--- config.mk ---
export PLATFORM = sky130hd
export DESIGN_NAME = sba_master_flat
export DESIGN_NICKNAME = d
export VERILOG_FILES = /design/src/design/sba_pkg.sv /design/src/design/sba_if.sv /design/src/design/sba_master.sv /design/src/flat_wrapper.sv
export SDC_FILE = /design/constraint.sdc
export NUM_CORES = 1
export LEC_CHECK = 0
export BUFFER_PORTS_ARGS = -buffer_cell sky130_fd_sc_hd__buf_2
export CORE_ASPECT_RATIO = 0.75
export CORE_MARGIN = 2
export CORE_UTILIZATION = 40
export CTS_CLUSTER_DIAMETER = 100
export DETAILED_ROUTE_END_ITERATION = 7
export GPL_TIMING_DRIVEN = 0
export PLACE_DENSITY = 0.66
export REMOVE_ABC_BUFFERS = 1
export SLEW_MARGIN = 30
export SYNTH_ARGS = -nofsm -noshare
export SYNTH_HDL_FRONTEND = slang
export SYNTH_SLANG_ARGS = --single-unit
--- constraint.sdc ---
create_clock -name aclk -period 3.55 [get_ports aclk]
set_clock_uncertainty 0.05 [all_clocks]
set_input_delay 0.1775 -clock aclk [delete_from_list [all_inputs] [get_ports aclk]]
set_output_delay 0.1775 -clock aclk [all_outputs]
set_load 0.02 [all_outputs]
--- src/design/sba_pkg.sv ---
/*
 * Shared constants and types for the system bus arbiter and decoder
 * and for the bus master controller that drives it.
 * Assumes one 250 MHz clock for both ends.
 */
package sba_pkg;

    localparam int          NREQ          = 7;
    localparam int          CLK_NS        = 4;

    // requesters below this index sit on the system bus
    localparam logic [2:0]  SBUS_MASTERS  = 3'h3;

    // refresh guard: least wait before abort
    localparam int          TMO_NS        = 15000;
    localparam logic [11:0] TMO_CYC       = 12'((TMO_NS + CLK_NS - 1) / CLK_NS);

    // address decode on the upper 10 bits
    localparam logic [9:0]  DEC_ONB_END   = 10'h020;
    localparam logic [9:0]  DEC_EXP1_END  = 10'h040;
    localparam logic [9:0]  DEC_V32A_END  = 10'h200;
    localparam logic [9:0]  DEC_EXP2_END  = 10'h240;
    localparam logic [9:0]  DEC_V32B_END  = 10'h3F8;
    localparam logic [9:0]  DEC_V24_END   = 10'h3FC;
    localparam logic [9:0]  DEC_UTIL_BASE = 10'h3FF;
    localparam logic [15:0] DEC_V16_HI    = 16'hFF00;

    localparam logic [31:0] XTT_ADDR      = 32'hFFF88014;
    localparam logic [1:0]  WORD_ALIGN    = 2'h0;

    // modifier space bits
    localparam logic [1:0]  AM_SP_A32     = 2'h0;
    localparam logic [1:0]  AM_SP_A24     = 2'h3;
    localparam logic [1:0]  AM_SP_A16     = 2'h2;

    // transfer-type codes
    localparam logic [3:0]  XT_SUP_BLOCK  = 4'hF;
    localparam logic [3:0]  XT_SUP_PROG   = 4'hE;
    localparam logic [3:0]  XT_SUP_DATA   = 4'hD;
    localparam logic [3:0]  XT_USR_BLOCK  = 4'hB;
    localparam logic [3:0]  XT_USR_PROG   = 4'hA;
    localparam logic [3:0]  XT_USR_DATA   = 4'h9;

    typedef enum logic [2:0] {
        RG_ONBOARD, RG_EXPMEM, RG_UTIL, RG_VME32, RG_VME24, RG_VME16
    } sba_region_t;

    // controller register offsets
    localparam logic [7:0]  OFS_CTRL      = 8'h00;
    localparam logic [7:0]  OFS_ADDR      = 8'h04;
    localparam logic [7:0]  OFS_WDATA     = 8'h08;
    localparam logic [7:0]  OFS_STATUS    = 8'h0C;
    localparam logic [7:0]  OFS_RDATA     = 8'h10;
    localparam logic [7:0]  OFS_ISTAT     = 8'h14;
    localparam logic [7:0]  OFS_IMASK     = 8'h18;
    localparam logic [7:0]  OFS_HOLD      = 8'h1C;

    localparam int          CTRL_START    = 0;
    localparam int          CTRL_WRITE    = 1;
    localparam int          CTRL_WORD     = 2;
    localparam int          CTRL_ID_LO    = 4;
    localparam int          STAT_BUSY     = 0;
    localparam int          STAT_ERR      = 1;
    localparam int          STAT_GNT_LO   = 8;
    localparam int          EV_DONE       = 0;
    localparam int          EV_ERR        = 1;

    localparam logic [1:0]  RESP_OKAY     = 2'h0;
    localparam logic [1:0]  RESP_SLVERR   = 2'h2;

endpackage

--- src/design/sba_if.sv ---
/*
 * Shared memory/system bus between the arbiter-decoder and the masters.
 * Assumes both ends share aclk; no signal has more than one driver.
 */
`timescale 1ns/10ps
interface sba_if;
    import sba_pkg::*;

    logic [NREQ-1:0] req;
    logic [NREQ-1:0] gnt;
    logic            cyc_valid;
    logic            cyc_write;
    logic            cyc_word;
    logic [31:0]     cyc_addr;
    logic [31:0]     cyc_wdata;
    logic            rsp_valid;
    logic            rsp_err;
    logic [31:0]     rsp_rdata;

    modport dev (
        input  req, cyc_valid, cyc_write, cyc_word, cyc_addr, cyc_wdata,
        output gnt, rsp_valid, rsp_err, rsp_rdata
    );
    modport ctl (
        output req, cyc_valid, cyc_write, cyc_word, cyc_addr, cyc_wdata,
        input  gnt, rsp_valid, rsp_err, rsp_rdata
    );
endinterface

--- src/design/sba_master.sv ---
/*
 * Bus master controller: software starts single-word transfers and
 * holds raw request lines through an AXI4-Lite register slave.
 * Assumes the arbiter-decoder answers every cycle with rsp_valid.
 */
`timescale 1ns/10ps
module sba_master
    import sba_pkg::*;
(
    input  wire logic        aclk,
    input  wire logic        aresetn,
    sba_if.ctl               bus,
    input  wire logic        s_axi_awvalid,
    output logic             s_axi_awready,
    input  wire logic [7:0]  s_axi_awaddr,
    input  wire logic        s_axi_wvalid,
    output logic             s_axi_wready,
    input  wire logic [31:0] s_axi_wdata,
    input  wire logic [3:0]  s_axi_wstrb,
    output logic             s_axi_bvalid,
    input  wire logic        s_axi_bready,
    output logic [1:0]       s_axi_bresp,
    input  wire logic        s_axi_arvalid,
    output logic             s_axi_arready,
    input  wire logic [7:0]  s_axi_araddr,
    output logic             s_axi_rvalid,
    input  wire logic        s_axi_rready,
    output logic [31:0]      s_axi_rdata,
    output logic [1:0]       s_axi_rresp,
    output logic             irq
);

    typedef enum logic [1:0] {CS_IDLE, CS_REQ, CS_CYC, CS_REL} sba_cstate_t;

    typedef struct packed {
        sba_cstate_t     state;
        logic            awready, wready, arready, bvalid, rvalid;
        logic [1:0]      bresp, rresp;
        logic [31:0]     rdata;
        logic            aw_have, w_have;
        logic [7:0]      awaddr;
        logic [31:0]     wdata;
        logic [3:0]      wstrb;
        logic [31:0]     cmd_addr, cmd_wdata, rd_data;
        logic [2:0]      cmd_id;
        logic            cmd_write, cmd_word, busy, last_err;
        logic [1:0]      sts, mask;
        logic [NREQ-1:0] hold, eng, req;
        logic            cyc_valid, cyc_write, cyc_word;
        logic [31:0]     cyc_addr, cyc_wdata;
        logic            irq;
    } sba_ctl_st_t;

    sba_ctl_st_t q;
    sba_ctl_st_t d;

    function automatic logic mapped(input logic [7:0] a);
        return a inside {OFS_CTRL, OFS_ADDR, OFS_WDATA, OFS_STATUS,
                         OFS_RDATA, OFS_ISTAT, OFS_IMASK, OFS_HOLD};
    endfunction

    function automatic logic [31:0] merge(input logic [31:0] o, input logic [31:0] n,
                                          input logic [3:0] s);
        logic [31:0] r;
        r = o;
        for (int b = 0; b < 4; b++) begin
            if (s[b]) begin
                r[8*b +: 8] = n[8*b +: 8];
            end
        end
        return r;
    endfunction

    logic [1:0]  ev_set;
    logic [1:0]  ev_clr;
    logic [31:0] cw;

    always_comb begin
        d      = q;
        ev_set = '0;
        ev_clr = '0;
        cw     = merge('0, q.wdata, q.wstrb);
        ////////////////////////////////////////////////////////////////////////////
        // register slave
        if (s_axi_awvalid && q.awready) begin
            d.aw_have = 1'b1;
            d.awaddr  = s_axi_awaddr;
            d.awready = 1'b0;
        end
        if (s_axi_wvalid && q.wready) begin
            d.w_have = 1'b1;
            d.wdata  = s_axi_wdata;
            d.wstrb  = s_axi_wstrb;
            d.wready = 1'b0;
        end
        if (q.aw_have && q.w_have && !q.bvalid) begin
            d.aw_have = 1'b0;
            d.w_have  = 1'b0;
            d.bvalid  = 1'b1;
            d.bresp   = mapped(q.awaddr) ? RESP_OKAY : RESP_SLVERR;
            unique case (q.awaddr)
                OFS_CTRL: begin
                    // start ignored unless idle
                    if (cw[CTRL_START] && q.state == CS_IDLE) begin
                        d.cmd_write = cw[CTRL_WRITE];
                        d.cmd_word  = cw[CTRL_WORD];
                        d.cmd_id    = cw[CTRL_ID_LO +: 3];
                        d.busy      = 1'b1;
                        d.state     = CS_REQ;
                    end
                end
                OFS_ADDR:  d.cmd_addr  = merge(q.cmd_addr, q.wdata, q.wstrb);
                OFS_WDATA: d.cmd_wdata = merge(q.cmd_wdata, q.wdata, q.wstrb);
                OFS_ISTAT: ev_clr      = cw[1:0];
                OFS_IMASK: d.mask      = cw[1:0];
                OFS_HOLD:  d.hold      = cw[NREQ-1:0];
                default: begin
                end
            endcase
        end
        if (q.bvalid && s_axi_bready) begin
            d.bvalid  = 1'b0;
            d.awready = 1'b1;
            d.wready  = 1'b1;
        end
        if (s_axi_arvalid && q.arready) begin
            d.arready = 1'b0;
            d.rvalid  = 1'b1;
            d.rresp   = mapped(s_axi_araddr) ? RESP_OKAY : RESP_SLVERR;
            d.rdata   = '0;
            unique case (s_axi_araddr)
                OFS_CTRL: begin
                    d.rdata[CTRL_WRITE]      = q.cmd_write;
                    d.rdata[CTRL_WORD]       = q.cmd_word;
                    d.rdata[CTRL_ID_LO +: 3] = q.cmd_id;
                end
                OFS_ADDR:  d.rdata = q.cmd_addr;
                OFS_WDATA: d.rdata = q.cmd_wdata;
                OFS_STATUS: begin
                    d.rdata[STAT_BUSY]            = q.busy;
                    d.rdata[STAT_ERR]             = q.last_err;
                    d.rdata[STAT_GNT_LO +: NREQ]  = bus.gnt;
                end
                OFS_RDATA: d.rdata       = q.rd_data;
                OFS_ISTAT: d.rdata[1:0]  = q.sts;
                OFS_IMASK: d.rdata[1:0]  = q.mask;
                OFS_HOLD:  d.rdata[NREQ-1:0] = q.hold;
                default: begin
                end
            endcase
        end
        if (q.rvalid && s_axi_rready) begin
            d.rvalid  = 1'b0;
            d.arready = 1'b1;
        end
        ////////////////////////////////////////////////////////////////////////////
        // transfer engine: one word per tenure
        unique case (q.state)
            CS_IDLE: begin
            end
            CS_REQ: begin
                d.eng            = '0;
                d.eng[q.cmd_id]  = 1'b1;
                if (bus.gnt[q.cmd_id]) begin
                    d.cyc_valid = 1'b1;
                    d.cyc_write = q.cmd_write;
                    d.cyc_word  = q.cmd_word;
                    d.cyc_addr  = q.cmd_addr;
                    d.cyc_wdata = q.cmd_wdata;
                    d.state     = CS_CYC;
                end
            end
            CS_CYC: begin
                if (bus.rsp_valid) begin
                    d.cyc_valid  = 1'b0;
                    d.eng        = '0;
                    d.rd_data    = bus.rsp_rdata;
                    d.last_err   = bus.rsp_err;
                    d.busy       = 1'b0;
                    ev_set[EV_DONE] = 1'b1;
                    ev_set[EV_ERR]  = bus.rsp_err;
                    d.state      = CS_REL;
                end
            end
            CS_REL: begin
                // one released cycle before the next start
                d.state = CS_IDLE;
            end
        endcase
        d.req = d.hold | d.eng;
        d.sts = (q.sts & ~ev_clr) | ev_set;
        d.irq = |(d.sts & d.mask);
        if (!aresetn) begin
            d         = sba_ctl_st_t'('0);
            d.awready = 1'b1;
            d.wready  = 1'b1;
            d.arready = 1'b1;
        end
    end

    always_ff @(posedge aclk) begin
        q <= d;
    end

    assign bus.req       = q.req;
    assign bus.cyc_valid = q.cyc_valid;
    assign bus.cyc_write = q.cyc_write;
    assign bus.cyc_word  = q.cyc_word;
    assign bus.cyc_addr  = q.cyc_addr;
    assign bus.cyc_wdata = q.cyc_wdata;
    assign s_axi_awready = q.awready;
    assign s_axi_wready  = q.wready;
    assign s_axi_bvalid  = q.bvalid;
    assign s_axi_bresp   = q.bresp;
    assign s_axi_arready = q.arready;
    assign s_axi_rvalid  = q.rvalid;
    assign s_axi_rdata   = q.rdata;
    assign s_axi_rresp   = q.rresp;
    assign irq           = q.irq;

endmodule

--- src/flat_wrapper.sv ---
// flat-port wrapper written by rule: the top's interface ports become plain ports
module sba_master_flat import sba_pkg::*;
  (aclk, aresetn, s_axi_awvalid, s_axi_awready, s_axi_awaddr, s_axi_wvalid, s_axi_wready, s_axi_wdata, s_axi_wstrb, s_axi_bvalid, s_axi_bready, s_axi_bresp, s_axi_arvalid, s_axi_arready, s_axi_araddr, s_axi_rvalid, s_axi_rready, s_axi_rdata, s_axi_rresp, irq, bus_req, bus_cyc_valid, bus_cyc_write, bus_cyc_word, bus_cyc_addr, bus_cyc_wdata, bus_gnt, bus_rsp_valid, bus_rsp_err, bus_rsp_rdata);
  sba_if bus_i ();
  input  wire logic aclk;
  input  wire logic aresetn;
  input  wire logic s_axi_awvalid;
  output logic s_axi_awready;
  input  wire logic [7:0] s_axi_awaddr;
  input  wire logic s_axi_wvalid;
  output logic s_axi_wready;
  input  wire logic [31:0] s_axi_wdata;
  input  wire logic [3:0] s_axi_wstrb;
  output logic s_axi_bvalid;
  input  wire logic s_axi_bready;
  output logic [1:0] s_axi_bresp;
  input  wire logic s_axi_arvalid;
  output logic s_axi_arready;
  input  wire logic [7:0] s_axi_araddr;
  output logic s_axi_rvalid;
  input  wire logic s_axi_rready;
  output logic [31:0] s_axi_rdata;
  output logic [1:0] s_axi_rresp;
  output logic irq;
  output wire logic [$bits(bus_i.req)-1:0] bus_req;
  output wire logic [$bits(bus_i.cyc_valid)-1:0] bus_cyc_valid;
  output wire logic [$bits(bus_i.cyc_write)-1:0] bus_cyc_write;
  output wire logic [$bits(bus_i.cyc_word)-1:0] bus_cyc_word;
  output wire logic [$bits(bus_i.cyc_addr)-1:0] bus_cyc_addr;
  output wire logic [$bits(bus_i.cyc_wdata)-1:0] bus_cyc_wdata;
  input wire logic [$bits(bus_i.gnt)-1:0] bus_gnt;
  input wire logic [$bits(bus_i.rsp_valid)-1:0] bus_rsp_valid;
  input wire logic [$bits(bus_i.rsp_err)-1:0] bus_rsp_err;
  input wire logic [$bits(bus_i.rsp_rdata)-1:0] bus_rsp_rdata;
  assign bus_req = bus_i.req;
  assign bus_cyc_valid = bus_i.cyc_valid;
  assign bus_cyc_write = bus_i.cyc_write;
  assign bus_cyc_word = bus_i.cyc_word;
  assign bus_cyc_addr = bus_i.cyc_addr;
  assign bus_cyc_wdata = bus_i.cyc_wdata;
  assign bus_i.gnt = bus_gnt;
  assign bus_i.rsp_valid = bus_rsp_valid;
  assign bus_i.rsp_err = bus_rsp_err;
  assign bus_i.rsp_rdata = bus_rsp_rdata;
  sba_master u_core (.aclk(aclk), .aresetn(aresetn), .bus(bus_i), .s_axi_awvalid(s_axi_awvalid), .s_axi_awready(s_axi_awready), .s_axi_awaddr(s_axi_awaddr), .s_axi_wvalid(s_axi_wvalid), .s_axi_wready(s_axi_wready), .s_axi_wdata(s_axi_wdata), .s_axi_wstrb(s_axi_wstrb), .s_axi_bvalid(s_axi_bvalid), .s_axi_bready(s_axi_bready), .s_axi_bresp(s_axi_bresp), .s_axi_arvalid(s_axi_arvalid), .s_axi_arready(s_axi_arready), .s_axi_araddr(s_axi_araddr), .s_axi_rvalid(s_axi_rvalid), .s_axi_rready(s_axi_rready), .s_axi_rdata(s_axi_rdata), .s_axi_rresp(s_axi_rresp), .irq(irq));
endmodule
==> metrics.txt, run 1 <==
status completed; Core ar. 29300 um^2; mapped cell area 12000 um^2; vias in the first global route 9601; Final Cycle Share 76.0%; Final nets about 1700; clock-pin slew on the worst setup and hold paths 0.07 ns; Tightest Pin Transition 1.01 ns; Reg power frac 48.5%; final worst setup slack 0.853 ns; Die W 204 um; Post-Syn Instances 1391; share of cells above drive strength 1 19.7%; EDFF count, synth 0; antenna-violating nets left 0; sw power 1.60 mW; Clock Power Share between 40 and 50%; Warnings, synthesis 0; final core occ between 50% and 60%; commonest non-fill, non-tap cells in the layout nand2_1, dfxtp_1, buf_2; Routed WL per cell between 15 and 20 um; Min-Delay Path Class input pin to register; latest clock arrival within the worst-skew pair approximately 0.56 ns; min Tclk post-route 2.70 ns; drt pass-1 iters 5; synth-to-layout area growth 23.3%; VDD IR max between 0.0003 and 0.0004 V; final hold vios 0; Slew Limit Fails 0; CTS Root Cell clkbuf_16; Cell Rows 54; DRC errors left 0; final setup violation count 0; clock tree from TritonCTS done; Starting Density 41.0%; largest net degree at the start of global routing 82; commonest non-fill, non-tap cell in the layout nand2_1; Total GRT Usage 21.5%; CTS Buffer Depth 3; DP Wirelength 24100 um; grt ovf 0; Internal Pwr Total 5.11 mW; DR iter-0 viols 813; fillers 2777; Tot Pwr around 6.7 mW; FMAX 371 MHz; Setup crit start kind register; I/O pin cnt ~220; initial antenna violation count 3; TritonCTS Sinks 283; die height 154 um; Crit Path Class register to register; CP max FO 8; Rel. slew slack 32.3%; final setup TNS 0 ns; dpl ws 0.848 ns; switching part of the total between 20% and 30%; Port Buf Inserts around 210; first-pass GRT wire length 53400 um; Synth Register Bits 283; distinct cell type count after synthesis 50; Synth Flop Type dfxtp_1; number of CTS-inserted buffers 29; RD Place Congestion 0.814; die area 31500 um^2; max cap viols 0; Comb pwr share 6.5%; vias post-DR 10182; Avg Vias per Cell 5.17; Seq/Total Area, Yosys 47.1%; fraction of registers with async set/reset 0%; DRT Wirelength 34700 um; Critical Path Sink Type register; unrepaired setup endpoints after global routing no; multi-input combinational cell area roughly 5200 um^2; H-tree lvl count 1; Leak Pwr 5.93 nW; Crit path required time 3.94 ns; CP Data Arrival Time 3.09 ns; Cell Pwr Density 453 nW/um^2; Sequential Area 5670 um^2; syn avg cell area 8.65 um^2
-- metal layers --
layer  vias to the layer above  track usage [%]  part of all wire [%]
met4                         4             5.49                   2.5
met2                       343             32.9                    44
met1                      4847             31.0                    46
met5                         -                0                 0.061
met3                        54             4.00                   7.1
li1                       4934                -                     -
-- stage by stage --
step	cells	hold slack (ns)	instance area (um^2)
global placement	1800	0.337	12400
CTS	1969	0.00830	14800
finish	1970	0.0306	14800
detailed placement	1821	0.374	13000
floorplan	1195	0.228	10900
global route	1969	0.0543	14800
-- power groups by stage --
stage                     logic [mW]  registers (mW)  clock network, mW
after floorplan                0.137            3.32                  0
after global placement         0.310            3.33                  0
final                          0.436            3.26               3.02
after detailed placement       0.353            3.33                  0
after CTS                      0.434            3.26               3.08
after global routing           0.470            3.26               3.21
-- Yosys cell counts, types with 2 or more instances --
cell	instances	area, um^2
a211oi_1	6	45.0
a21oi_1	139	696
a22o_1	31	272
a22oi_1	32	240
a31o_2	2	17.5
and2_1	5	31.3
buf_1	3	11.3
buf_2	17	85.1
buf_4	111	833
clkbuf_1	66	248
dfxtp_1	283	5670
ha_1	4	50.1
inv_1	11	41.3
mux2_2	3	33.8
mux2i_1	124	1240
mux4_2	3	67.6
nand2_1	341	1280
nand2b_1	6	37.5
nand3_1	38	190
nand3b_1	3	22.5
nand4_1	3	18.8
nand4_4	4	85.1
nor2_1	82	308
nor2b_1	5	31.3
nor3_1	8	40.0
nor4_4	2	42.5
nor4b_1	2	17.5
o211ai_1	2	15.0
o21ai_0	21	105
o21ai_1	8	40.0
o22ai_1	7	43.8
-- final cells by class --
| class | instances | area share (%) |
|---|---|---|
| Sequential cell | 283 | 38.2 |
| Multi-Input combinational cell | 901 | 35.3 |
| Timing Repair Buffer | 328 | 16.6 |
| Clock buffer | 41 | 5.33 |
| Tap cell | 392 | 3.31 |
| Clock inverter | 13 | 0.936 |
| Inverter | 11 | 0.329 |
| Antenna cell | 1 | 0.0169 |
-- kinds of logic (layout without fill, tap and decap cells) --
family	Yosys count	in the layout	synth area share (%)
xor+xnor	1	1	0.0728
buf+inv	208	393	10.1
fa+ha+maj	4	4	0.416
simple gates	510	510	18.3
flops	283	283	47.1
compound gates	254	254	12.8
mux	130	130	11.2
other cells	1	3	0.0312
-- registers in the layout (all words and copies together) (netlist names), 7 cells and up --
name and count:
u_core.bus.req 7, u_core.bus.cyc_wdata 32, u_core.s_axi_rdata 32, u_core.q 169
u_core.bus.cyc_addr 32
-- critical path, stage by stage (launching register included) --
cell and delay (ns):
dfxtp_1 0.50, or3_1 0.46, nor3_2 0.36, nand4b_1 0.77, mux2i_1 0.38, nor2_1 0.06
-- final timing paths --
kind	from	slack, ns	end	cells past startpoint
max	u_core.q[235]	0.85	u_core.q[189]	5
min	bus_gnt[3]	0.03	u_core.s_axi_rdata[11]	4
max reg2reg	u_core.q[235]	0.85	u_core.q[189]	5
min reg2reg	u_core.bus.cyc_wdata[24]	0.40	u_core.bus.cyc_wdata[24]	2
-- repair_timing --
item                                   CTS  global route
setup buffers                            0             0
endpoints found under the hold margin   87             0
gates resized for setup                  0             0
hold buffers                            94             0
(Power assumes the default switching activity.)
==> run 2, diff against run 1 <==
--- a/config.mk
+++ b/config.mk
@@ -12,7 +12,7 @@
 export CTS_CLUSTER_DIAMETER = 100
 export DETAILED_ROUTE_END_ITERATION = 7
 export GPL_TIMING_DRIVEN = 0
-export PLACE_DENSITY = 0.66
+export PLACE_DENSITY = 0.69
 export REMOVE_ABC_BUFFERS = 1
 export SLEW_MARGIN = 30
 export SYNTH_ARGS = -nofsm -noshare
==> constraint.sdc (replaced) <==
create_clock -name aclk -period 2.46 [get_ports aclk]
set_clock_uncertainty 0.05 [all_clocks]
set_input_delay 0.123 -clock aclk [delete_from_list [all_inputs] [get_ports aclk]]
set_output_delay 0.123 -clock aclk [all_outputs]
set_load 0.02 [all_outputs]
==> run 2 against run 1 <==
Combinational power up 48%. Non-clock buffer count rose by 8. Core utilization increased by 0.58 points. Critical endpoint is now u_core.q[186].
==> metrics.txt, run 2 (synthesis results as in run 1) <==
status completed; DP Cell Count 1818 (-0.16%); multi-input combinational cell area 5230 um^2 (about the same); RD Place Congestion 0.841 (+3.4%); Setup crit start kind register; Tot Pwr 9.99 mW (+49%); CTS Root Cell clkbuf_16; Cell Pwr Density 666 nW/um^2 (+47%); Avg Vias per Cell 5.13 (-0.68%); clock tree from TritonCTS done; final worst setup slack 0.211 ns (-0.642 ns); CP Data Arrival Time 2.60 ns (-0.49 ns); H-tree lvl count 1 (unchanged); CP max-delay cell dfxtp_2; Leak Pwr 6.03 nW (+1.6%); Cell Rows 54 (unchanged); grt ovf 0 (unchanged); die area 31500 um^2 (unchanged); cell area after layout 15000 um^2 (+1.1%); Tightest Pin Transition 1.06 ns (+0.0407 ns); unrepaired setup endpoints after global routing no; TritonCTS Sinks 283 (unchanged); dpl ws -0.311 ns (-1.16 ns); Port Buf Inserts 213 (unchanged); Critical Path Sink Type register; initial antenna violation count 0 (-3); final setup violation count 0 (unchanged); Die W 204 um (unchanged); Rel. slew slack 29.6% (-2.7 points); share of cells above drive strength 1 20.4% (+0.72 points); final hold vios 0 (unchanged); I/O pin cnt 216 (unchanged); Total GRT Usage 22.0% (+0.48 points); Routed WL per cell 17.9 um (+1.8%); Min-Delay Path Class input pin to register; DRT Wirelength 35500 um (+2.2%); number of CTS-inserted buffers 29 (unchanged); commonest non-fill, non-tap cells in the layout nand2_1, dfxtp_1, buf_2; hold_ws 0.0288 ns (-0.00184 ns); DP Wirelength 23800 um (-1.3%); Largest Register u_core.q; CTS Buffer Depth 3 (unchanged); max reg flops 169 (unchanged); Slew Limit Fails 0 (unchanged); FMAX 445 MHz (+20%); die height 154 um (unchanged); min Tclk post-route 2.25 ns (-0.448 ns); placed cell areas 12900 um^2 (-0.39%); commonest non-fill, non-tap cell in the layout nand2_1; Starting Density 41.0% (unchanged); vias post-DR 10149 (-0.32%); max cap viols 0 (unchanged); fillers 2720 (-2.1%); largest net degree at the start of global routing 107 (+30%); Crit path required time 2.82 ns (-1.12 ns); DR iter-0 viols 656 (-19%); VDD IR max 0.000476 V (+49%); Crit path largest cell delay 0.42 ns (-0.35 ns); crit-path cells or3_1 -> nor4_4 -> buf_6 -> buf_6 -> nand2_1 -> nand2_1 -> a21oi_1; final core occ 51.2% (+0.58 points); Final nets 1666 (+0.48%); Final Cycle Share 91.4% (+15 points); final std cells w/o fill 1977 (+0.36%); Sequential Area 5670 um^2 (about the same); final setup TNS 0 ns (unchanged); drt pass-1 iters 5 (unchanged); synth-to-layout area growth 24.7%; vias in the first global route 9879 (+2.9%); CP max FO 8 (unchanged); latest clock arrival within the worst-skew pair 0.56 ns (about the same); Crit Path Class register to register; antenna-violating nets left 0 (unchanged); clock-pin slew on the worst setup and hold paths 0.06 ns (about the same); final antenna diode count 0 (-1); first-pass GRT wire length 54400 um (+1.7%); DRC errors left 0 (unchanged); Core ar. 29300 um^2 (unchanged)
[run 2: path summary, 6_finish.rpt]
kind | start | to | depth (start not counted) | slack (ns)
setup / recovery | u_core.q[235] | u_core.q[186] | 7 | 0.21
hold / removal | bus_gnt[2] | u_core.s_axi_rdata[10] | 4 | 0.03
setup reg to reg | u_core.q[235] | u_core.q[186] | 7 | 0.21
hold reg to reg | u_core.bus.cyc_addr[18] | u_core.bus.cyc_addr[18] | 2 | 0.40
[run 2: worst max-delay path, delay by kind of cell, from the launching register on]
family	cells	cell delay (ns)
and+or+nand+nor	4	1.18
buffers and inverters	2	0.35
AOI/OAI and AO/OA	1	0.08
DFF	1	0.42
[run 2: repair_timing]
| action | 4_1_cts | 5_1_grt |
|---|---|---|
| hold buffers | 100 | 0 |
| setup endpoints to repair | 27 | 47 |
| pin swaps | 2 | 2 |
| buffers inserted | 2 | 3 |
| hold endpoints to repair | 123 | 0 |
| resized for setup | 0 | 5 |
[run 2: layer usage]
layer | GRT usage [%] | vias up | part of all wire, %
met5 | 0 | - | 0
met4 | 6.73 | 0 | 2.8
met3 | 5.39 | 72 | 8.1
met2 | 34.2 | 395 | 44
met1 | 30.0 | 4732 | 45
li1 | - | 4950 | -
[run 2: final cells by class]
cell class	count	area share [%]
clock buffers	37	5.30
clock inverters	17	1.40
inverters	11	0.325
multi-input cells	901	34.9
flip-flops and latches	283	37.8
well taps	392	3.27
repair buffers	336	17.1
[run 2: where the power goes]
group | total (mW) | switching, mW | leakage (nW) | internal (mW)
clock network | 4.64 | 1.92 | 0.490 | 2.72
registers | 4.70 | 0.0691 | 2.29 | 4.63
logic | 0.647 | 0.361 | 3.25 | 0.286
total | 9.99 | 2.35 | 6.03 | 7.64
==> run 3, diff against run 2 <==
--- a/config.mk
+++ b/config.mk
@@ -12,7 +12,7 @@
 export CTS_CLUSTER_DIAMETER = 100
 export DETAILED_ROUTE_END_ITERATION = 7
 export GPL_TIMING_DRIVEN = 0
-export PLACE_DENSITY = 0.69
+export PLACE_DENSITY = 0.66
 export REMOVE_ABC_BUFFERS = 1
 export SLEW_MARGIN = 30
 export SYNTH_ARGS = -nofsm -noshare
==> constraint.sdc (replaced) <==
create_clock -name aclk -period 2.25 [get_ports aclk]
set_clock_uncertainty 0.05 [all_clocks]
set_input_delay 0.1125 -clock aclk [delete_from_list [all_inputs] [get_ports aclk]]
set_output_delay 0.1125 -clock aclk [all_outputs]
set_load 0.02 [all_outputs]
==> run 3 against run 2 <==
Non-clock buffer count increased by 12. Core utilization increased by 0.28 points. Largest cell class unchanged. Worst hold slack gained 0.041 ns. Design area increased by 0.55%. Sequential power up 9.4%. Cell count rose by 0.61%. Die area unchanged.
==> metrics.txt, run 3 (synthesis results as in run 1) <==
Final nets 1678 (+0.72%); initial antenna violation count 1 (+1); FF-to-FF Start u_core.q[98]; Port Buf Inserts 213 (unchanged); Crit path required time 2.63 ns (-0.19 ns); die area 31500 um^2 (unchanged); Cell Pwr Density 705 nW/um^2 (+5.8%); Rel. slew slack 32.8% (+3.2 points); R2R Setup Slk 0.07 ns (-0.14 ns); Largest Register u_core.q; clock tree from TritonCTS done; CP max FO 14 (+6); Cell Rows 54 (unchanged); antenna-violating nets left 0 (unchanged); Tot Pwr 10.6 mW (+6.4%); grt ovf 0 (unchanged); RD Place Congestion 0.814 (-3.3%); DRT Wirelength 35200 um (-0.82%); Core ar. 29300 um^2 (unchanged); Routed WL per cell 17.7 um (-1.4%); multi-input combinational cell area 5260 um^2 (+0.41%); die height 154 um (unchanged); vias in the first global route 9611 (-2.7%); first-pass GRT wire length 53800 um (-1.1%); FMAX 459 MHz (+3.2%); hold endpoint u_core.q[241]; fillers 2755 (+1.3%); final hold vios 0 (unchanged); I/O pin cnt 216 (unchanged); DP Wirelength 24100 um (+1.3%); commonest non-fill, non-tap cells in the layout nand2_1, dfxtp_1, buf_2; Final Cycle Share 96.8% (+5.4 points); Slew Limit Fails 0 (unchanged); CTS Root Cell clkbuf_16; Sequential Area 5670 um^2 (about the same); worst reg-to-reg path cell count 8 (+1); min Tclk post-route 2.18 ns (-0.0698 ns); share of cells above drive strength 1 20.9% (+0.54 points); latest clock arrival within the worst-skew pair 0.56 ns (about the same); Min-Delay Path Class input pin to register; number of CTS-inserted buffers 29 (unchanged); DR iter-0 viols 863 (+32%); synth-to-layout area growth 25.4%; Die W 204 um (unchanged); Tightest Pin Transition 1.01 ns (-0.0485 ns); DRC errors left 0 (unchanged); Worst Hold Launch s_axi_awvalid; TritonCTS Sinks 283 (unchanged); Setup crit start kind register; drt pass-1 iters 5 (unchanged); max cap viols 0 (unchanged); max reg flops 169 (unchanged); placed cell areas 13000 um^2 (+0.39%); VDD IR max 0.000473 V (-0.67%); Starting Density 41.0% (unchanged); H-tree lvl count 1 (unchanged); hold depth 3 (-1); Crit Path Class register to register; Avg Vias per Cell 5.14 (+0.13%); CTS Buffer Depth 3 (unchanged); largest net degree at the start of global routing 82 (-23%); clock-pin slew on the worst setup and hold paths 0.07 ns (about the same); vias post-DR 10224 (+0.74%); Total GRT Usage 21.6% (-0.33 points); final antenna diode count 0 (unchanged); Critical Path Sink Type register; commonest non-fill, non-tap cell in the layout nand2_1; CP Data Arrival Time 2.56 ns (-0.04 ns); cell area after layout 15100 um^2 (+0.55%); reg2reg end u_core.bus.cyc_addr[18]; Leak Pwr 6.05 nW (+0.46%); final setup violation count 0 (unchanged); status completed
-- run 3: cell count changes in the layout (fill, tap and decap cells not counted), moves of 2 or more --
cell / change
mux2i_2: +2
bufinv_16: -2
buf_4: +9
clkinv_2: -3
clkinvlp_4: +2
clkbuf_1: +6
buf_8: +2
dfxtp_1: -2
buf_6: -2
clkbuf_8: -2
mux2i_1: -2
-- run 3: worst max-delay path by stage --
stage                  start                       end  slack (ns)  cells after the start
2_1_floorplan   u_core.q[99]    u_core.bus.cyc_addr[0]       -3.35                      5
3_3_place_gp         aresetn     u_core.s_axi_rdata[1]       -8.05                      4
3_5_place_dp   u_core.q[235]             u_core.q[189]       -0.45                      5
4_1_cts         u_core.q[99]    u_core.bus.cyc_addr[3]        0.01                      8
5_1_grt         u_core.q[98]  u_core.bus.cyc_wdata[22]       -0.03                      8
6_report        u_core.q[98]   u_core.bus.cyc_addr[18]        0.07                      8
-- run 3: where the power goes --
part / total (mW) / internal [mW] / leakage, nW / switching (mW)
Combinational: 0.720 / 0.325 / 3.33 / 0.394
Clock: 4.77 / 2.70 / 0.437 / 2.07
Sequential: 5.14 / 5.07 / 2.29 / 0.0762
Total: 10.6 / 8.09 / 6.05 / 2.54
-- run 3: what timing repair did --
| item | 4_1_cts | 5_1_grt |
|---|---|---|
| endpoints found under the setup margin | 105 | 45 |
| hold endpoints to repair | 120 | 0 |
| pin swaps | 3 | 3 |
| hold buffers | 101 | 0 |
| resized for setup | 5 | 7 |
| setup buffers | 5 | 8 |
| gates cloned | 0 | 0 |
-- run 3: routing by layer --
metal | wire (um) | up-vias | GRT usage [%]
li1 | - | 4964 | -
met1 | 16500 | 4841 | 31.5
met2 | 15400 | 361 | 33.2
met3 | 2330 | 56 | 3.79
met4 | 858 | 2 | 5.24
met5 | 13 | - | 0
-- run 3: per-stage QoR --
stage / hold slack (ns) / setup TNS [ns] / utilization, % / setup slack (ns) / instances
floorplan: 0.163 / -443.81 / - / -3.35 / 1195
global placement: 0.272 / -1479.16 / 42.3 / -8.05 / 1800
detailed placement: 0.309 / -16.52 / 44.2 / -0.452 / 1821
CTS: 0.0432 / 0 / 51.1 / 0.0107 / 1981
global route: 0.0935 / -0.335 / 51.5 / -0.0316 / 1989
finish: 0.0698 / 0 / 51.5 / 0.0711 / 1989
-- run 3: worst max-delay path, stage by stage (launching register included) --
cell,delay [ns]
dfxtp_1,0.57
nand2b_1,0.24
nor2_1,0.08
a211oi_2,0.36
nor2b_4,0.12
buf_16,0.18
buf_16,0.16
buf_16,0.16
mux2i_1,0.12
-- run 3: layout make-up --
type / count / area share, %
Clock buffer: 41 / 5.24
Sequential cell: 283 / 37.6
Timing Repair Buffer: 348 / 17.8
Clock inverter: 13 / 0.920
Tap cell: 392 / 3.25
Multi-Input combinational cell: 901 / 34.8
Inverter: 11 / 0.323
